--- config.mk ---
export PLATFORM = sky130hd
export DESIGN_NAME = rtcc_cal
export DESIGN_NICKNAME = d
export VERILOG_FILES = /design/src/logic/rtcc_pkg.sv /design/src/logic/rtcc_cal.sv
export VERILOG_INCLUDE_DIRS = /design/src /design/src/logic
export SDC_FILE = /design/constraint.sdc
export NUM_CORES = 1
export LEC_CHECK = 0
export BUFFER_PORTS_ARGS = -buffer_cell sky130_fd_sc_hd__buf_2
export CAP_MARGIN = 10
export CORE_MARGIN = 2
export CORE_UTILIZATION = 55
export CTS_CLUSTER_SIZE = 14
export DETAILED_ROUTE_END_ITERATION = 8
export GPL_ROUTABILITY_DRIVEN = 0
export GPL_TIMING_DRIVEN = 0
export HOLD_SLACK_MARGIN = 0.08
export PLACE_DENSITY = 0.74
export SLEW_MARGIN = 10
export SYNTH_ARGS = -nofsm -noshare
export SYNTH_HDL_FRONTEND = slang
export SYNTH_SLANG_ARGS = --single-unit
--- constraint.sdc ---
create_clock -name clk_sys -period 2.8 [get_ports clk_sys]
set_clock_uncertainty 0.2 [all_clocks]
set_input_delay 0.42 -clock clk_sys [delete_from_list [all_inputs] [get_ports clk_sys]]
set_output_delay 0.42 -clock clk_sys [all_outputs]
set_load 0.1 [all_outputs]
--- src/logic/rtcc_cfg.svh ---
`ifndef RTCC_CFG_SVH
`define RTCC_CFG_SVH

// ****************************************
// Register map
// ****************************************
`define RTCC_ADDR_W          3
`define RTCC_ADDR_SECONDS    3'h0
`define RTCC_ADDR_CONTROL    3'h7
`define RTCC_HALT_BIT        7

// ****************************************
// Power-on values, arbitrary by design
// ****************************************
`define RTCC_CTRL_RESET      8'h00
`define RTCC_HALT_RESET      1'b1

// ****************************************
// Divider and calibration cycle
// ****************************************
`define RTCC_LO_W            8
`define RTCC_HI_W            7
`define RTCC_SPLIT_POINT     8'h7F
`define RTCC_TEST_TAP        5
`define RTCC_SEC_LAST        6'h3B
`define RTCC_MIN_W           6
`define RTCC_ELIGIBLE_MIN    6'h3E

`endif

--- src/logic/rtcc_pkg.sv ---
package rtcc_pkg;

    // Register access from the serial engine
    typedef struct packed {
        logic       we;
        logic       re;
        logic [2:0] addr;
        logic [7:0] wdata;
    } rtcc_req_t;

    // Control register fields, msb first
    typedef struct packed {
        logic       out_level;
        logic       freq_test_enable;
        logic       sign_pos;
        logic [4:0] magnitude;
    } rtcc_ctrl_t;

endpackage

--- src/logic/rtcc_cal.sv ---
`timescale 1ns/1ns
`include "rtcc_cfg.svh"

// Contract
// - Calibration adds or removes pulses at the divide-by-256 stage, not at the oscillator.
// - The magnitude 0 to 31 sits in bits 4..0 of the control register at address 7.
// - Bit 5 picks the direction, one slows the clock down and zero speeds it up.
// - Correction repeats every 64 minutes, only the first 62 eligible, one second each.
// - An adjusted second is 128 cycles shorter (negative) or 256 cycles longer (positive).
// - For magnitude N exactly the first 2N minutes of each cycle are adjusted, except minute 0 right after reset.
// - With bit 6 set and the oscillator running the pin toggles at 512 Hz.
// - The 512 Hz wave comes from a divider tap that calibration never touches.
// - With bit 6 clear the pin follows bit 7, low when that bit is zero.
// - The pin is open drain, it only pulls low or releases the line.
// - After power-on the oscillator stays stopped whatever the halt bit reads.
// - Control bits have no meaningful power-on value, software writes them first.
// - Bit 7 at address 0 halts the oscillator, clearing it restarts counting.
// - The control register is written and read on its own, apart from the clock block.
module rtcc_cal #(
    // Shrink both to fit minutes in a short simulation
    parameter int HI_W     = `RTCC_HI_W,
    parameter int SEC_LAST = `RTCC_SEC_LAST
) (
    input  wire logic              clk_sys,
    input  wire logic              reset_n,
    input  wire logic              osc_clk_pin,
    input  wire rtcc_pkg::rtcc_req_t reg_req,
    output logic [7:0]             reg_rdata,
    output logic                   reg_rvalid,
    output logic                   test_or_level_pin_out,
    output logic                   test_or_level_pin_oe,
    output logic                   osc_running,
    output logic                   sec_pulse,
    output logic                   min_pulse
);

    // ****************************************
    // Registers
    // ****************************************
    rtcc_pkg::rtcc_ctrl_t          ctrl_reg;
    rtcc_pkg::rtcc_ctrl_t          cal_lat_reg;
    logic                          osc_halt_reg;
    logic                          run_reg;
    logic                          osc_s1_reg;
    logic                          osc_s2_reg;
    logic                          osc_s3_reg;
    logic [`RTCC_LO_W-1:0]         lo_reg;
    logic [HI_W-1:0]               hi_reg;
    logic [5:0]                    sec_reg;
    logic [`RTCC_MIN_W-1:0]        min_reg;
    logic                          adj_sec_reg;
    logic                          adj_done_reg;
    logic [7:0]                    rdata_reg;
    logic                          rvalid_reg;
    logic                          pin_oe_reg;
    logic                          sec_pulse_reg;
    logic                          min_pulse_reg;
    logic                          phase_reg;
    logic                          pin_out_reg;

    logic                          osc_tick;
    logic                          lo_wrap;
    logic                          lo_mid;
    logic                          step_pt;
    logic                          alt_pt;
    logic                          adj_active;
    logic                          blank;
    logic                          split;
    logic                          hi_step;
    logic                          sec_end;
    logic                          min_end;
    logic [`RTCC_MIN_W-1:0]        min_next;
    logic [`RTCC_MIN_W-1:0]        span_next;
    logic                          pin_level;
    logic                          wr_ctrl;
    logic                          wr_secs;

    // ****************************************
    // Register writes
    // ****************************************
    // lone control access
    assign wr_ctrl = reg_req.we && (reg_req.addr == `RTCC_ADDR_CONTROL);
    assign wr_secs = reg_req.we && (reg_req.addr == `RTCC_ADDR_SECONDS);

    always_ff @(posedge clk_sys or negedge reset_n) begin
        if (!reset_n) begin
            ctrl_reg <= `RTCC_CTRL_RESET;
        end else if (wr_ctrl) begin
            ctrl_reg <= reg_req.wdata;
        end
    end

    always_ff @(posedge clk_sys or negedge reset_n) begin
        if (!reset_n) begin
            osc_halt_reg <= `RTCC_HALT_RESET;
        end else if (wr_secs) begin
            osc_halt_reg <= reg_req.wdata[`RTCC_HALT_BIT];
        end
    end

    always_ff @(posedge clk_sys or negedge reset_n) begin
        if (!reset_n) begin
            run_reg <= 1'b0;
        end else if (wr_secs) begin
            run_reg <= ~reg_req.wdata[`RTCC_HALT_BIT];
        end
    end

    // ****************************************
    // Register reads
    // ****************************************
    // Time fields live elsewhere, so 1..6 read zero here
    always_ff @(posedge clk_sys or negedge reset_n) begin
        if (!reset_n) begin
            rdata_reg  <= 8'h00;
            rvalid_reg <= 1'b0;
        end else begin
            rvalid_reg <= reg_req.re;
            if (reg_req.re) begin
                if (reg_req.addr == `RTCC_ADDR_CONTROL) begin
                    rdata_reg <= ctrl_reg;
                end else if (reg_req.addr == `RTCC_ADDR_SECONDS) begin
                    rdata_reg <= {osc_halt_reg, 7'h00};
                end else begin
                    rdata_reg <= 8'h00;
                end
            end
        end
    end

    // ****************************************
    // Oscillator pin sampling
    // ****************************************
    // Third stage only feeds the edge detect
    always_ff @(posedge clk_sys or negedge reset_n) begin
        if (!reset_n) begin
            osc_s1_reg <= 1'b0;
            osc_s2_reg <= 1'b0;
            osc_s3_reg <= 1'b0;
        end else begin
            osc_s1_reg <= osc_clk_pin;
            osc_s2_reg <= osc_s1_reg;
            osc_s3_reg <= osc_s2_reg;
        end
    end

    assign osc_tick = osc_s2_reg && !osc_s3_reg && run_reg;

    // ****************************************
    // Divide-by-256 stage
    // ****************************************
    // free-running, never corrected
    always_ff @(posedge clk_sys or negedge reset_n) begin
        if (!reset_n) begin
            lo_reg <= '0;
        end else if (osc_tick) begin
            lo_reg <= lo_reg + 1'b1;
        end
    end

    assign lo_wrap    = osc_tick && (lo_reg == '1);
    assign lo_mid     = osc_tick && (lo_reg == `RTCC_SPLIT_POINT);
    assign step_pt    = phase_reg ? lo_mid : lo_wrap;
    assign alt_pt     = phase_reg ? lo_wrap : lo_mid;
    assign adj_active = adj_sec_reg && !adj_done_reg;

    // blank adds 256, split removes 128
    assign blank   = adj_active && cal_lat_reg.sign_pos && step_pt;
    assign split   = adj_active && !cal_lat_reg.sign_pos && alt_pt;
    assign hi_step = (step_pt && !blank) || split;

    // ****************************************
    // Carry phase
    // ****************************************
    // half-cycle carry shift
    // Extra carry alone would cost 256, so the carry point moves instead
    always_ff @(posedge clk_sys or negedge reset_n) begin
        if (!reset_n) begin
            phase_reg <= 1'b0;
        end else if (split) begin
            phase_reg <= ~phase_reg;
        end
    end

    // ****************************************
    // Seconds stage
    // ****************************************
    assign sec_end = hi_step && (hi_reg == '1);
    assign min_end = sec_end && (sec_reg == `RTCC_MIN_W'(SEC_LAST));

    always_ff @(posedge clk_sys or negedge reset_n) begin
        if (!reset_n) begin
            hi_reg <= '0;
        end else if (hi_step) begin
            hi_reg <= hi_reg + 1'b1;
        end
    end

    always_ff @(posedge clk_sys or negedge reset_n) begin
        if (!reset_n) begin
            sec_reg <= 6'h00;
        end else if (min_end) begin
            sec_reg <= 6'h00;
        end else if (sec_end) begin
            sec_reg <= sec_reg + 6'h01;
        end
    end

    // ****************************************
    // Calibration cycle
    // ****************************************
    assign min_next  = min_reg + 1'b1;
    assign span_next = {ctrl_reg.magnitude, 1'b0};

    always_ff @(posedge clk_sys or negedge reset_n) begin
        if (!reset_n) begin
            min_reg <= '0;
        end else if (min_end) begin
            min_reg <= min_next;
        end
    end

    always_ff @(posedge clk_sys or negedge reset_n) begin
        if (!reset_n) begin
            cal_lat_reg <= `RTCC_CTRL_RESET;
        end else if (min_end) begin
            cal_lat_reg <= ctrl_reg;
        end
    end

    always_ff @(posedge clk_sys or negedge reset_n) begin
        if (!reset_n) begin
            adj_sec_reg <= 1'b0;
        end else if (min_end) begin
            adj_sec_reg <= (min_next < span_next) && (min_next < `RTCC_ELIGIBLE_MIN);
        end else if (sec_end) begin
            adj_sec_reg <= 1'b0;
        end
    end

    always_ff @(posedge clk_sys or negedge reset_n) begin
        if (!reset_n) begin
            adj_done_reg <= 1'b0;
        end else if (sec_end) begin
            adj_done_reg <= 1'b0;
        end else if (blank || split) begin
            adj_done_reg <= 1'b1;
        end
    end

    // ****************************************
    // Multipurpose pin
    // ****************************************
    // 512 Hz from tap
    assign pin_level = (ctrl_reg.freq_test_enable && run_reg) ?
                       lo_reg[`RTCC_TEST_TAP] : ctrl_reg.out_level;

    // pull low only
    // Never driven high, the pull-up gives the high level
    always_ff @(posedge clk_sys or negedge reset_n) begin
        if (!reset_n) begin
            pin_out_reg <= 1'b0;
            pin_oe_reg  <= 1'b0;
        end else begin
            pin_out_reg <= 1'b0;
            pin_oe_reg  <= ~pin_level;
        end
    end

    always_ff @(posedge clk_sys or negedge reset_n) begin
        if (!reset_n) begin
            sec_pulse_reg <= 1'b0;
            min_pulse_reg <= 1'b0;
        end else begin
            sec_pulse_reg <= sec_end;
            min_pulse_reg <= min_end;
        end
    end

    assign reg_rdata             = rdata_reg;
    assign reg_rvalid            = rvalid_reg;
    assign test_or_level_pin_out = pin_out_reg;
    assign test_or_level_pin_oe  = pin_oe_reg;
    assign osc_running           = run_reg;
    assign sec_pulse             = sec_pulse_reg;
    assign min_pulse             = min_pulse_reg;

endmodule

==> key figures, run 1 <==
Synthesis
  • Async SR Flop Fraction: 1.00
  • Synthesized cell area: 2550 µm²
  • Distinct cells, synth: 37
  • Top-count cell post-synth: dfrtp_1
  • Share of the synthesized area in the top cell type: 0.540
  • Post-Synthesis Cells: 221
  • Top cell type by total area after synthesis: dfrtp_1
  • Post-synth EDFFs: 0
  • Area contributors post-synth: dfrtp_1 (54%), mux2_2 (6.2%), xnor2_1 (4.8%)
  • Prevailing post-synth register cell: dfrtp_1
  • Seq/Total Area, Yosys: 0.550
  • Commonest cells post-synth: dfrtp_1 (55), nand2_1 (24), inv_1 (14), mux2_2 (14), xnor2_1 (14)
  • Syn Area/Cell: 11.5 µm²
  • Syn_nets: 245
  • Synth warn: 0
  • FF+latch count, synth: 56

Min path
  • Hold crit path type: primary input to flop
  • Worst Hold End: osc_running$_DFFE_PN0P_
  • Hold_sp: reg_req[7]
  • Worst Hold Depth: 2

STA
  • Unrepaired setup endpoints after global routing: no
  • Fin. Hold Viols: 0
  • Final critical-path share of the clock period: 0.764
  • Worst slew pin tran: 0.680 ns
  • Fin Setup TNS: 0 ns
  • Final hold slack: 0.110 ns
  • Final setup vio count: 0
  • Slew margin rel.: 0.547
  • Final Slew Violations: 0
  • Peak Freq: 0.468 GHz
  • Crit path time final: 2.14 ns

Floorplan
  • Die Y: 72.1 µm
  • Core Area: 4410 µm²
  • Initial Util: 0.578
  • Rows: 24
  • Die width: 72.1 µm
  • # IOs: 30
  • Die area: 5200 µm²

Cells and area
  • Antenna diodes: 0
  • Share of layout cells above drive strength 1: 0.215
  • Filler instances: 341
  • Nets: 283
  • Area growth from synthesis to layout: 13.0%

GRT
  • Global-route usage over all layers: 0.186
  • First-pass GRT wire length: 7340 µm
  • Largest net degree at the start of global routing: 57
  • Initial antenna violation count: 0
  • Congestion Overflow GR: 0
  • Number of global-route vias before repair: 1,608

Power
  • PD cells: 584 nW/µm²
  • Static Leak: 1.45 nW
  • Peak supply drop: 0.404 mV
  • Tot Pwr: 1.68 mW

Worst setup path
  • Worst R2R End: adj_sec_reg$_DFFE_PN0P_
  • FF-to-FF Start: min_reg[0]$_DFFE_PN0N_
  • Worst r2r path cells: 6
  • CP Launch Point: min_reg[0]$_DFFE_PN0N_
  • Critical Path AT: 2.17 ns
  • Register-to-register path setup slack: 0.66 ns
  • Worst EP required: 2.83 ns
  • Crit end category: flop
  • Crit Path Max Fanout: 3
  • Critical path class: flop to flop
  • Startpoint types: flop

Clocking
  • CTS tree: done
  • CTS root buffer: clkbuf_8
  • Worst-Skew Late Latency: 0.31 ns
  • Clock tree sinks: 56
  • Clk slew on worst S/H paths: 0.09 ns
  • TritonCTS Buffers: 5
  • Htree depth: 2
  • Post-CTS Setup Bufs: 0
  • Cts repair resizes: 0
  • CTS max path bufs: 2

Drt
  • Pre-antenna DRT Iters: 4
  • Vias per cell: 5.39
  • 1st-iter DRT viols: 88
  • DRC viols: 0
  • Antenna Nets Post-Route: 0
  • Avg WL per Cell: 13.1 µm
  • DR vias: 1,682
  • Final WL: 4100 µm

Place
  • HPWL Detailed: 2860 µm
  • Number of port buffers: 28

Outcome
  • Status: finished, final reports clean

Job
  • Max-Cap Viols: 0
## final cells by class
| cell class | instances | area, µm² | area share |
|---|---|---|---|
| flip-flops and latches | 56 | 1400 | 0.487 |
| multi-input cells | 147 | 1070 | 0.371 |
| repair buffers | 31 | 173 | 0.0599 |
| clock buffers | 7 | 86.3 | 0.0300 |
| well taps | 52 | 65.1 | 0.0226 |
| inverters | 14 | 52.6 | 0.0182 |
| plain buffers | 4 | 26.3 | 0.00912 |
| clock inverters | 1 | 7.51 | 0.00261 |
## worst max-delay path: stages, from the launching register on
cell       delay, ns
dfrtp_1         0.42
ha_1            0.24
xor2_1          0.26
ha_1            0.29
a2111oi_0       0.35
o21ai_0         0.16
o21ai_0         0.15
## metal layers
| metal | track usage | vias to the layer above | part of all wire |
|---|---|---|---|
| met5 | 0 | - | 0 |
| met4 | 0.0755 | 0 | 0.018 |
| met3 | 0.0597 | 7 | 0.051 |
| met2 | 0.276 | 33 | 0.44 |
| met1 | 0.254 | 812 | 0.49 |
| li1 | - | 830 | - |
## cells in the final DEF (no fill, tap or decap), drive strengths merged, types with 4 or more instances in the layout
| cell | synthesis | routed |
|---|---|---|
| dfrtp | 55 | 55 |
| buf | 2 | 30 |
| nand2 | 24 | 24 |
| xnor2 | 14 | 14 |
| inv | 14 | 14 |
| mux2 | 14 | 14 |
| nand3 | 11 | 11 |
| o21ai | 11 | 11 |
| xor2 | 10 | 10 |
| nor2 | 10 | 10 |
| clkbuf | 2 | 9 |
| ha | 8 | 8 |
| nand4 | 5 | 5 |
| and2 | 4 | 4 |
| and3 | 4 | 4 |
| and4 | 4 | 4 |
| a31oi | 4 | 4 |
## power by group
part	leakage, nW	switching, mW	internal (mW)
Combinational	0.665	0.188	0.0931
Sequential	0.737	0.0602	0.887
Clock	0.0445	0.252	0.201
## what timing repair did
action / CTS / global route
endpoints found under the setup margin: 0 / 0
endpoints found under the hold margin: 2 / 55
hold buffers: 2 / 1
## worst max-delay path by stage
stage                                    endpoint  slack, ns
after floorplan            sec_reg[2]$_DFFE_PN0P_       0.32
after global placement    adj_sec_reg$_DFFE_PN0P_       0.75
after detailed placement  adj_sec_reg$_DFFE_PN0P_       0.71
after CTS                 adj_sec_reg$_DFFE_PN0P_       0.67
after global routing      adj_sec_reg$_DFFE_PN0P_       0.39
final                     adj_sec_reg$_DFFE_PN0P_       0.66
## cell families after synthesis
group / Yosys count / share of synthesized area
compound gates: 26 / 0.0628
flops: 56 / 0.550
fa+ha+maj: 8 / 0.0393
other cells: 1 / 0.00147
xor+xnor: 24 / 0.0824
simple gates: 71 / 0.155
mux: 17 / 0.0785
buf+inv: 18 / 0.0309
## metrics by stage
step | util | cells | area (µm²) | setup WS [ns]
finish | 0.653 | 312 | 2880 | 0.661
detailed placement | 0.624 | 301 | 2760 | 0.713
global route | 0.653 | 312 | 2880 | 0.393
CTS | 0.650 | 311 | 2870 | 0.667
floorplan | - | 221 | 2550 | 0.321
global placement | 0.624 | 301 | 2760 | 0.753
No activity file was read; power rests on OpenSTA's default activity.
==> run 2: changes to the inputs <==
--- a/config.mk
+++ b/config.mk
@@ -9,13 +9,13 @@
 export BUFFER_PORTS_ARGS = -buffer_cell sky130_fd_sc_hd__buf_2
 export CAP_MARGIN = 10
 export CORE_MARGIN = 2
-export CORE_UTILIZATION = 55
+export CORE_UTILIZATION = 52
 export CTS_CLUSTER_SIZE = 14
 export DETAILED_ROUTE_END_ITERATION = 8
 export GPL_ROUTABILITY_DRIVEN = 0
 export GPL_TIMING_DRIVEN = 0
 export HOLD_SLACK_MARGIN = 0.08
-export PLACE_DENSITY = 0.74
+export PLACE_DENSITY = 0.73
 export SLEW_MARGIN = 10
 export SYNTH_ARGS = -nofsm -noshare
 export SYNTH_HDL_FRONTEND = slang
==> constraint.sdc (replaced) <==
create_clock -name clk_sys -period 1.8 [get_ports clk_sys]
set_clock_uncertainty 0.2 [all_clocks]
set_input_delay 0.27 -clock clk_sys [delete_from_list [all_inputs] [get_ports clk_sys]]
set_output_delay 0.27 -clock clk_sys [all_outputs]
set_load 0.1 [all_outputs]
==> run 2 against run 1 <==
  * The run now ends with setup timing left
  * Non-clock buffer count rose by 24
  * Via count rose by 5.2%
  * Worst setup slack got worse by 0.76 ns
  * Flip-flop and latch count did not move
  * Combinational power rose by 80%
  * Critical path depth rose by 1
  * Cell count rose by 13%
  * Register-to-register slack got worse by 0.76 ns
  * Die area rose by 5.4%
  * Critical path type unchanged
  * Critical endpoint unchanged
  * Largest cell class unchanged
==> key figures, run 2 (synthesis gave the netlist of run 1 again) <==
Drt
  • Final WL: 4720 µm (+15%)
  • Antenna Nets Post-Route: 0 (unchanged)
  • DR vias: 1,770 (+5.2%)
  • DRC viols: 0 (unchanged)
  • 1st-iter DRT viols: 76 (-14%)
  • Vias per cell: 5.04 (-6.5%)
  • Pre-antenna DRT Iters: 4 (unchanged)
  • Avg WL per Cell: 13.4 µm (+2.3%)

Cells and area
  • Storage element area: 1410 µm² (+0.45%)
  • Filler instances: 313 (-8.2%)
  • Share of layout cells above drive strength 1: 0.370 (+0.154)
  • Cell area after layout: 3400 µm² (+18%)
  • Most common cell after layout, fill and taps aside: dfrtp_1
  • Nets: 307 (+8.5%)
  • Area growth from synthesis to layout: 33.4%
  • Antenna diodes: 0 (unchanged)
  • Most frequent cells in the layout: dfrtp_1 (52), buf_2 (27), nand2_1 (21)
  • Multi-input logic area: 1320 µm² (+23%)

Worst setup path
  • Worst EP required: 1.84 ns (-0.99 ns)
  • Startpoint types: flop
  • Crit Path Max Fanout: 3 (unchanged)
  • Critical Path AT: 1.93 ns (-0.24 ns)
  • Crit end category: flop
  • CP Launch Point: min_reg[1]$_DFFE_PN0N_
  • FF-to-FF Start: min_reg[1]$_DFFE_PN0N_
  • Critical path class: flop to flop

Clocking
  • Worst-Skew Late Latency: 0.31 ns (about the same)
  • Clock tree sinks: 56 (unchanged)
  • CTS root buffer: clkbuf_8
  • Clk slew on worst S/H paths: 0.10 ns (about the same)
  • CTS tree: done
  • CTS max path bufs: 2 (unchanged)
  • TritonCTS Buffers: 5 (unchanged)
  • Htree depth: 2 (unchanged)

STA
  • Final setup vio count: 18 (+18)
  • Fin Setup TNS: -0.777 ns (-0.777 ns)
  • Worst slew pin tran: 0.673 ns (-0.00658 ns)
  • Slew margin rel.: 0.551 (+0.00439)
  • Final worst setup slack: -0.0955 ns (-0.757 ns)
  • Final critical-path share of the clock period: 1.05 (+0.289)
  • Unrepaired setup endpoints after global routing: yes
  • Peak Freq: 0.528 GHz (+13%)
  • Final Slew Violations: 0 (unchanged)
  • Fin. Hold Viols: 0 (unchanged)
  • Crit path time final: 1.90 ns (-0.243 ns)

Power
  • Switch share: 0.291 (-0.00649)
  • Comb pwr share: 0.181 (+0.014)
  • Tot Pwr: 2.81 mW (+67%)
  • Clock network fraction of total power: 0.296 (+0.026)
  • Seq pwr share: 0.524 (-0.039)
  • Static Leak: 1.68 nW (+16%)
  • PD cells: 826 nW/µm² (+41%)
  • Switching power: 0.819 mW (+63%)
  • Peak supply drop: 0.722 mV (+79%)
  • Pint: 1.99 mW (+69%)

GRT
  • Largest net degree at the start of global routing: 57 (unchanged)
  • Initial antenna violation count: 0 (unchanged)
  • First-pass GRT wire length: 7880 µm (+7.3%)
  • Congestion Overflow GR: 0 (unchanged)
  • Global-route usage over all layers: 0.189 (+0.00343)
  • Number of global-route vias before repair: 1,729 (+7.5%)

Floorplan
  • Die Y: 74.0 µm (+2.7%)
  • Core Area: 4720 µm² (+7.0%)
  • # IOs: 30 (unchanged)
  • Die area: 5480 µm² (+5.4%)
  • Die width: 74.0 µm (+2.7%)
  • Initial Util: 0.540 (-0.0378)
  • Rows: 25 (+4.2%)

Min path
  • Hold crit path type: primary input to flop
  • Hold_sp: reg_req[12]

Outcome
  • Status: complete, but fails checks
  • Failing checks: setup timing

Place
  • Placed Area: 2800 µm² (+1.5%)
  • Number of port buffers: 28 (unchanged)
  • Pre-CTS WS: -0.293 ns (-1.01 ns)
  • HPWL Detailed: 2770 µm (-3.1%)

Job
  • Max-Cap Viols: 0 (unchanged)
[run 2: layout make-up]
| cell class | count | area share |
|---|---|---|
| plain buffers | 4 | 0.00772 |
| clock buffers | 5 | 0.0202 |
| clock inverters | 3 | 0.0136 |
| inverters | 14 | 0.0154 |
| multi-input cells | 147 | 0.387 |
| flip-flops and latches | 56 | 0.414 |
| well taps | 67 | 0.0246 |
| repair buffers | 55 | 0.117 |
[run 2: worst paths after layout]
| kind | endpoint | slack (ns) | depth (start not counted) |
|---|---|---|---|
| worst max register to register | adj_sec_reg$_DFFE_PN0P_ | -0.1 | 7 |
| min in group asynchronous | lo_reg[4]$_DFFE_PN0P_ | 0.34 | 2 |
| max in group asynchronous | osc_running$_DFFE_PN0P_ | 0.55 | 2 |
| worst min-delay path | osc_halt_reg$_DFFE_PN1P_ | 0.11 | 3 |
| worst max-delay path | adj_sec_reg$_DFFE_PN0P_ | -0.1 | 7 |
| worst min register to register | osc_s2_reg$_DFF_PN0_ | 0.16 | 0 |
[run 2: power by group through the flow]
stage | clock, mW | combinational, mW | sequential, mW
after floorplan | 0 | 0.174 | 1.64
after global placement | 0 | 0.425 | 1.49
after detailed placement | 0 | 0.435 | 1.50
after CTS | 0.855 | 0.505 | 1.47
after global routing | 0.911 | 0.546 | 1.49
final | 0.831 | 0.507 | 1.47
[run 2: metrics by stage]
step | util | hold slack, ns | instances
after detailed placement | 0.592 | 0.139 | 316
after global routing | 0.720 | 0.126 | 351
after CTS | 0.674 | 0.0439 | 340
final | 0.720 | 0.112 | 351
after floorplan | - | -0.226 | 221
after global placement | 0.592 | 0.134 | 316
[run 2: layer usage]
metal | up-vias | part of all wire | routed length (µm) | global-route usage
met5 | - | 0 | 0 | 0
li1 | 878 | - | - | -
met4 | 0 | 0.014 | 68 | 0.0667
met2 | 30 | 0.49 | 2310 | 0.302
met1 | 855 | 0.46 | 2190 | 0.258
met3 | 7 | 0.032 | 150 | 0.0420
[run 2: worst max-delay path, stage by stage, from the launching register on]
cell and delay [ns]:
dfrtp_1 0.43, nand3_2 0.15, xnor2_2 0.23, ha_1 0.28, o21a_1 0.20, o21ai_1 0.13
o21ai_1 0.08, o21ai_1 0.12
[run 2: timing repair]
action / in CTS / in global routing
pin swaps: 6 / 12
resized for setup: 22 / 27
setup buffers: 5 / 10
endpoints found under the hold margin: 67 / 55
hold buffers: 11 / 1
setup endpoints to repair: 15 / 20
==> run 3: changes to the inputs <==
--- a/config.mk
+++ b/config.mk
@@ -6,16 +6,17 @@
 export SDC_FILE = /design/constraint.sdc
 export NUM_CORES = 1
 export LEC_CHECK = 0
+export ABC_AREA = 1
 export BUFFER_PORTS_ARGS = -buffer_cell sky130_fd_sc_hd__buf_2
 export CAP_MARGIN = 10
 export CORE_MARGIN = 2
-export CORE_UTILIZATION = 52
+export CORE_UTILIZATION = 53
 export CTS_CLUSTER_SIZE = 14
 export DETAILED_ROUTE_END_ITERATION = 8
 export GPL_ROUTABILITY_DRIVEN = 0
 export GPL_TIMING_DRIVEN = 0
 export HOLD_SLACK_MARGIN = 0.08
-export PLACE_DENSITY = 0.73
+export PLACE_DENSITY = 0.74
 export SLEW_MARGIN = 10
 export SYNTH_ARGS = -nofsm -noshare
 export SYNTH_HDL_FRONTEND = slang
==> run 3 against run 2 <==
  * The flow still finishes with violations (setup timing)
  * Die area is 8.4% higher
  * Sequential power hardly changed
  * Register-to-register slack worse by 0.09 ns
  * Largest cell class is now multi-input gates
  * Combinational power is 2% lower
  * Clock power is 2% lower
  * Critical path type unchanged
==> key figures, run 3 <==
Worst setup path
  • Critical path class: flop to flop
  • Worst EP required: 1.86 ns (+0.02 ns)
  • Crit end category: flop
  • CP max-delay cell: dfrtp_1
  • Worst path cell trace: ha_4 > nand2_4 > nor2_4 > xor2_2 > ha_1 > nand2_1 > inv_1 > o21ai_1 > nand3_1 > a21oi_2 > nand4_1 > nand2_1
  • Crit Path Max Fanout: 3 (unchanged)
  • Critical Path AT: 2.05 ns (+0.12 ns)
  • Worst stage delay on the critical path: 0.43 ns (about the same)
  • Register-to-register path setup slack: -0.18 ns (-0.09 ns)
  • Worst r2r path cells: 12 (+5)
  • Worst R2R End: adj_sec_reg$_DFFE_PN0P_
  • Most frequent CP cell: nand2_1
  • FF-to-FF Start: min_reg[1]$_DFFE_PN0N_
  • Startpoint types: flop

Floorplan
  • Die area: 5940 µm² (+8.4%)
  • Initial Util: 0.551 (+0.0108)
  • Core Area: 5140 µm² (+8.8%)
  • Die Y: 77.1 µm (+4.1%)
  • Rows: 26 (+4.0%)
  • Die width: 77.1 µm (+4.1%)
  • # IOs: 30 (unchanged)

Power
  • Peak supply drop: 0.545 mV (-25%)
  • Static Leak: 1.93 nW (+15%)
  • Tot Pwr: 2.77 mW (-1.6%)
  • PD cells: 737 nW/µm² (-11%)

Synthesis
  • Synth warn: 0 (unchanged)
  • Post-Synthesis Cells: 324 (+47%)
  • Prevailing post-synth register cell: dfrtp_1
  • Syn_nets: 348 (+42%)
  • Post-synth EDFFs: 0 (unchanged)
  • Top cell type by total area after synthesis: dfrtp_1
  • Top-count cell post-synth: nand2_1
  • Async SR Flop Fraction: 1.00 (unchanged)
  • FF+latch count, synth: 56 (unchanged)
  • Syn Area/Cell: 8.74 µm² (-24%)
  • Synthesized cell area: 2830 µm² (+11%)
  • Seq/Total Area, Yosys: 0.496 (-0.0545)
  • Distinct cells, synth: 35 (-5.4%)
  • Share of the synthesized area in the top cell type: 0.486 (-0.0534)
  • Area contributors post-synth: dfrtp_1 (49%), nand2_1 (10%), inv_1 (6.1%)
  • Commonest cells post-synth: nand2_1 (79), dfrtp_1 (55), inv_1 (46)

STA
  • Final worst setup slack: -0.184 ns (-0.0884 ns)
  • Peak Freq: 0.504 GHz (-4.5%)
  • Worst slew pin tran: 0.679 ns (+0.00614 ns)
  • Crit path time final: 1.98 ns (+0.0884 ns)
  • Final Slew Violations: 0 (unchanged)
  • Final critical-path share of the clock period: 1.10 (+0.0491)
  • Final hold slack: 0.112 ns (-0.0000780 ns)
  • Fin Setup TNS: -1.64 ns (-0.866 ns)
  • Slew margin rel.: 0.547 (-0.00409)
  • Final setup vio count: 19 (+1)
  • Fin. Hold Viols: 0 (unchanged)
  • Unrepaired setup endpoints after global routing: yes

Drt
  • Antenna Nets Post-Route: 0 (unchanged)
  • 1st-iter DRT viols: 115 (+51%)
  • Avg WL per Cell: 14.1 µm (+4.5%)
  • Vias per cell: 5.28 (+4.6%)
  • DR vias: 2,432 (+37%)
  • DRC viols: 0 (unchanged)
  • Final WL: 6480 µm (+37%)
  • Pre-antenna DRT Iters: 4 (unchanged)

Place
  • HPWL Detailed: 3660 µm (+32%)
  • DP Cell Count: 422 (+34%)
  • Number of port buffers: 28 (unchanged)

Clocking
  • CTS tree: done
  • Clock tree sinks: 56 (unchanged)
  • Htree depth: 2 (unchanged)
  • TritonCTS Buffers: 5 (unchanged)
  • CTS max path bufs: 2 (unchanged)
  • Clk slew on worst S/H paths: 0.10 ns (about the same)
  • Worst-Skew Late Latency: 0.31 ns (about the same)
  • CTS root buffer: clkbuf_8

Outcome
  • Failing checks: setup timing
  • Status: complete, but fails checks

Min path
  • Hold_sp: reg_req[9]
  • Worst Hold End: reg_rdata[7]$_DFFE_PN0P_
  • Hold crit path type: primary input to flop
  • Worst Hold Depth: 4 (+1)

Cells and area
  • Area growth from synthesis to layout: 32.6%
  • Share of layout cells above drive strength 1: 0.307 (-0.0628)
  • Nets: 414 (+35%)
  • Antenna diodes: 0 (unchanged)
  • Final cell count without fillers: 461 (+31%)
  • Fin util: 0.730 (+0.0100)
  • Most common cell after layout, fill and taps aside: nand2_1
  • Most frequent cells in the layout: nand2_1 (62), dfrtp_1 (53), inv_1 (43)

GRT
  • Number of global-route vias before repair: 2,335 (+35%)
  • Initial antenna violation count: 0 (unchanged)
  • Congestion Overflow GR: 0 (unchanged)
  • First-pass GRT wire length: 10,400 µm (+32%)
  • Global-route usage over all layers: 0.217 (+0.0274)
  • Largest net degree at the start of global routing: 57 (unchanged)

Job
  • Max-Cap Viols: 0 (unchanged)
-- run 3: kinds of logic after synthesis --
| family | share of synthesized area |
|---|---|
| simple gates | 0.275 |
| compound gates | 0.0491 |
| fa+ha+maj | 0.0354 |
| mux | 0.0168 |
| flops | 0.496 |
| buf+inv | 0.0778 |
| other cells | 0.00132 |
| xor+xnor | 0.0495 |
-- run 3: worst max-delay path: cells and delay by family (launching register included) --
kind / cells / cell delay [ns]
adders and majority gates: 2 / 0.48
xor gates and xnor gates: 1 / 0.18
AOI/OAI and AO/OA: 2 / 0.17
DFF: 1 / 0.43
buffers and inverters: 1 / 0.05
and+or+nand+nor: 6 / 0.41
-- run 3: power by group --
group / switching, mW / internal (mW)
registers: 0.0891 / 1.37
logic: 0.339 / 0.159
clock network: 0.398 / 0.413
total: 0.826 / 1.94
-- run 3: how the worst max path moves through the flow --
stage	to	slack, ns	cells past startpoint	start
final	adj_sec_reg$_DFFE_PN0P_	-0.18	12	min_reg[1]$_DFFE_PN0N_
after global routing	adj_sec_reg$_DFFE_PN0P_	-0.29	14	min_reg[1]$_DFFE_PN0N_
after detailed placement	adj_sec_reg$_DFFE_PN0P_	-0.30	12	min_reg[0]$_DFFE_PN0N_
after global placement	adj_sec_reg$_DFFE_PN0P_	-0.27	12	min_reg[0]$_DFFE_PN0N_
after floorplan	adj_sec_reg$_DFFE_PN0P_	-0.12	12	min_reg[0]$_DFFE_PN0N_
after CTS	adj_sec_reg$_DFFE_PN0P_	-0.16	12	min_reg[0]$_DFFE_PN0N_
-- run 3: final cells by class --
| type | instances | area, µm² |
|---|---|---|
| Clock buffer | 6 | 72.6 |
| Inverter | 47 | 183 |
| Clock inverter | 2 | 35.0 |
| Fill cell | 396 | 1390 |
| Sequential cell | 56 | 1410 |
| Tap cell | 70 | 87.6 |
| Buffer | 6 | 50.0 |
| Multi-Input combinational cell | 215 | 1460 |
| Timing Repair Buffer | 59 | 454 |
-- run 3: stage by stage --
| stage | setup WS (ns) | cell area, µm² |
|---|---|---|
| 2_1_floorplan | -0.120 | 2860 |
| 3_3_place_gp | -0.273 | 3090 |
| 3_5_place_dp | -0.297 | 3090 |
| 4_1_cts | -0.158 | 3470 |
| 5_1_grt | -0.292 | 3750 |
| 6_report | -0.184 | 3750 |
-- run 3: repair_timing --
item                                   4_1_cts  5_1_grt
pin swaps                                   12       27
setup endpoints to repair                   21       24
resized for setup                           14       56
endpoints found under the hold margin       67       55
cloned                                       1        1
hold buffers                                11        1
setup buffers                               11        6
-- run 3: per-layer routing --
layer | up-vias | share of wire | wire length [µm] | GRT usage
met5 | - | 0 | 0 | 0
met4 | 0 | 0.014 | 90 | 0.0679
met3 | 7 | 0.027 | 172 | 0.0459
met2 | 50 | 0.53 | 3450 | 0.386
met1 | 1197 | 0.43 | 2770 | 0.262
li1 | 1178 | - | - | -
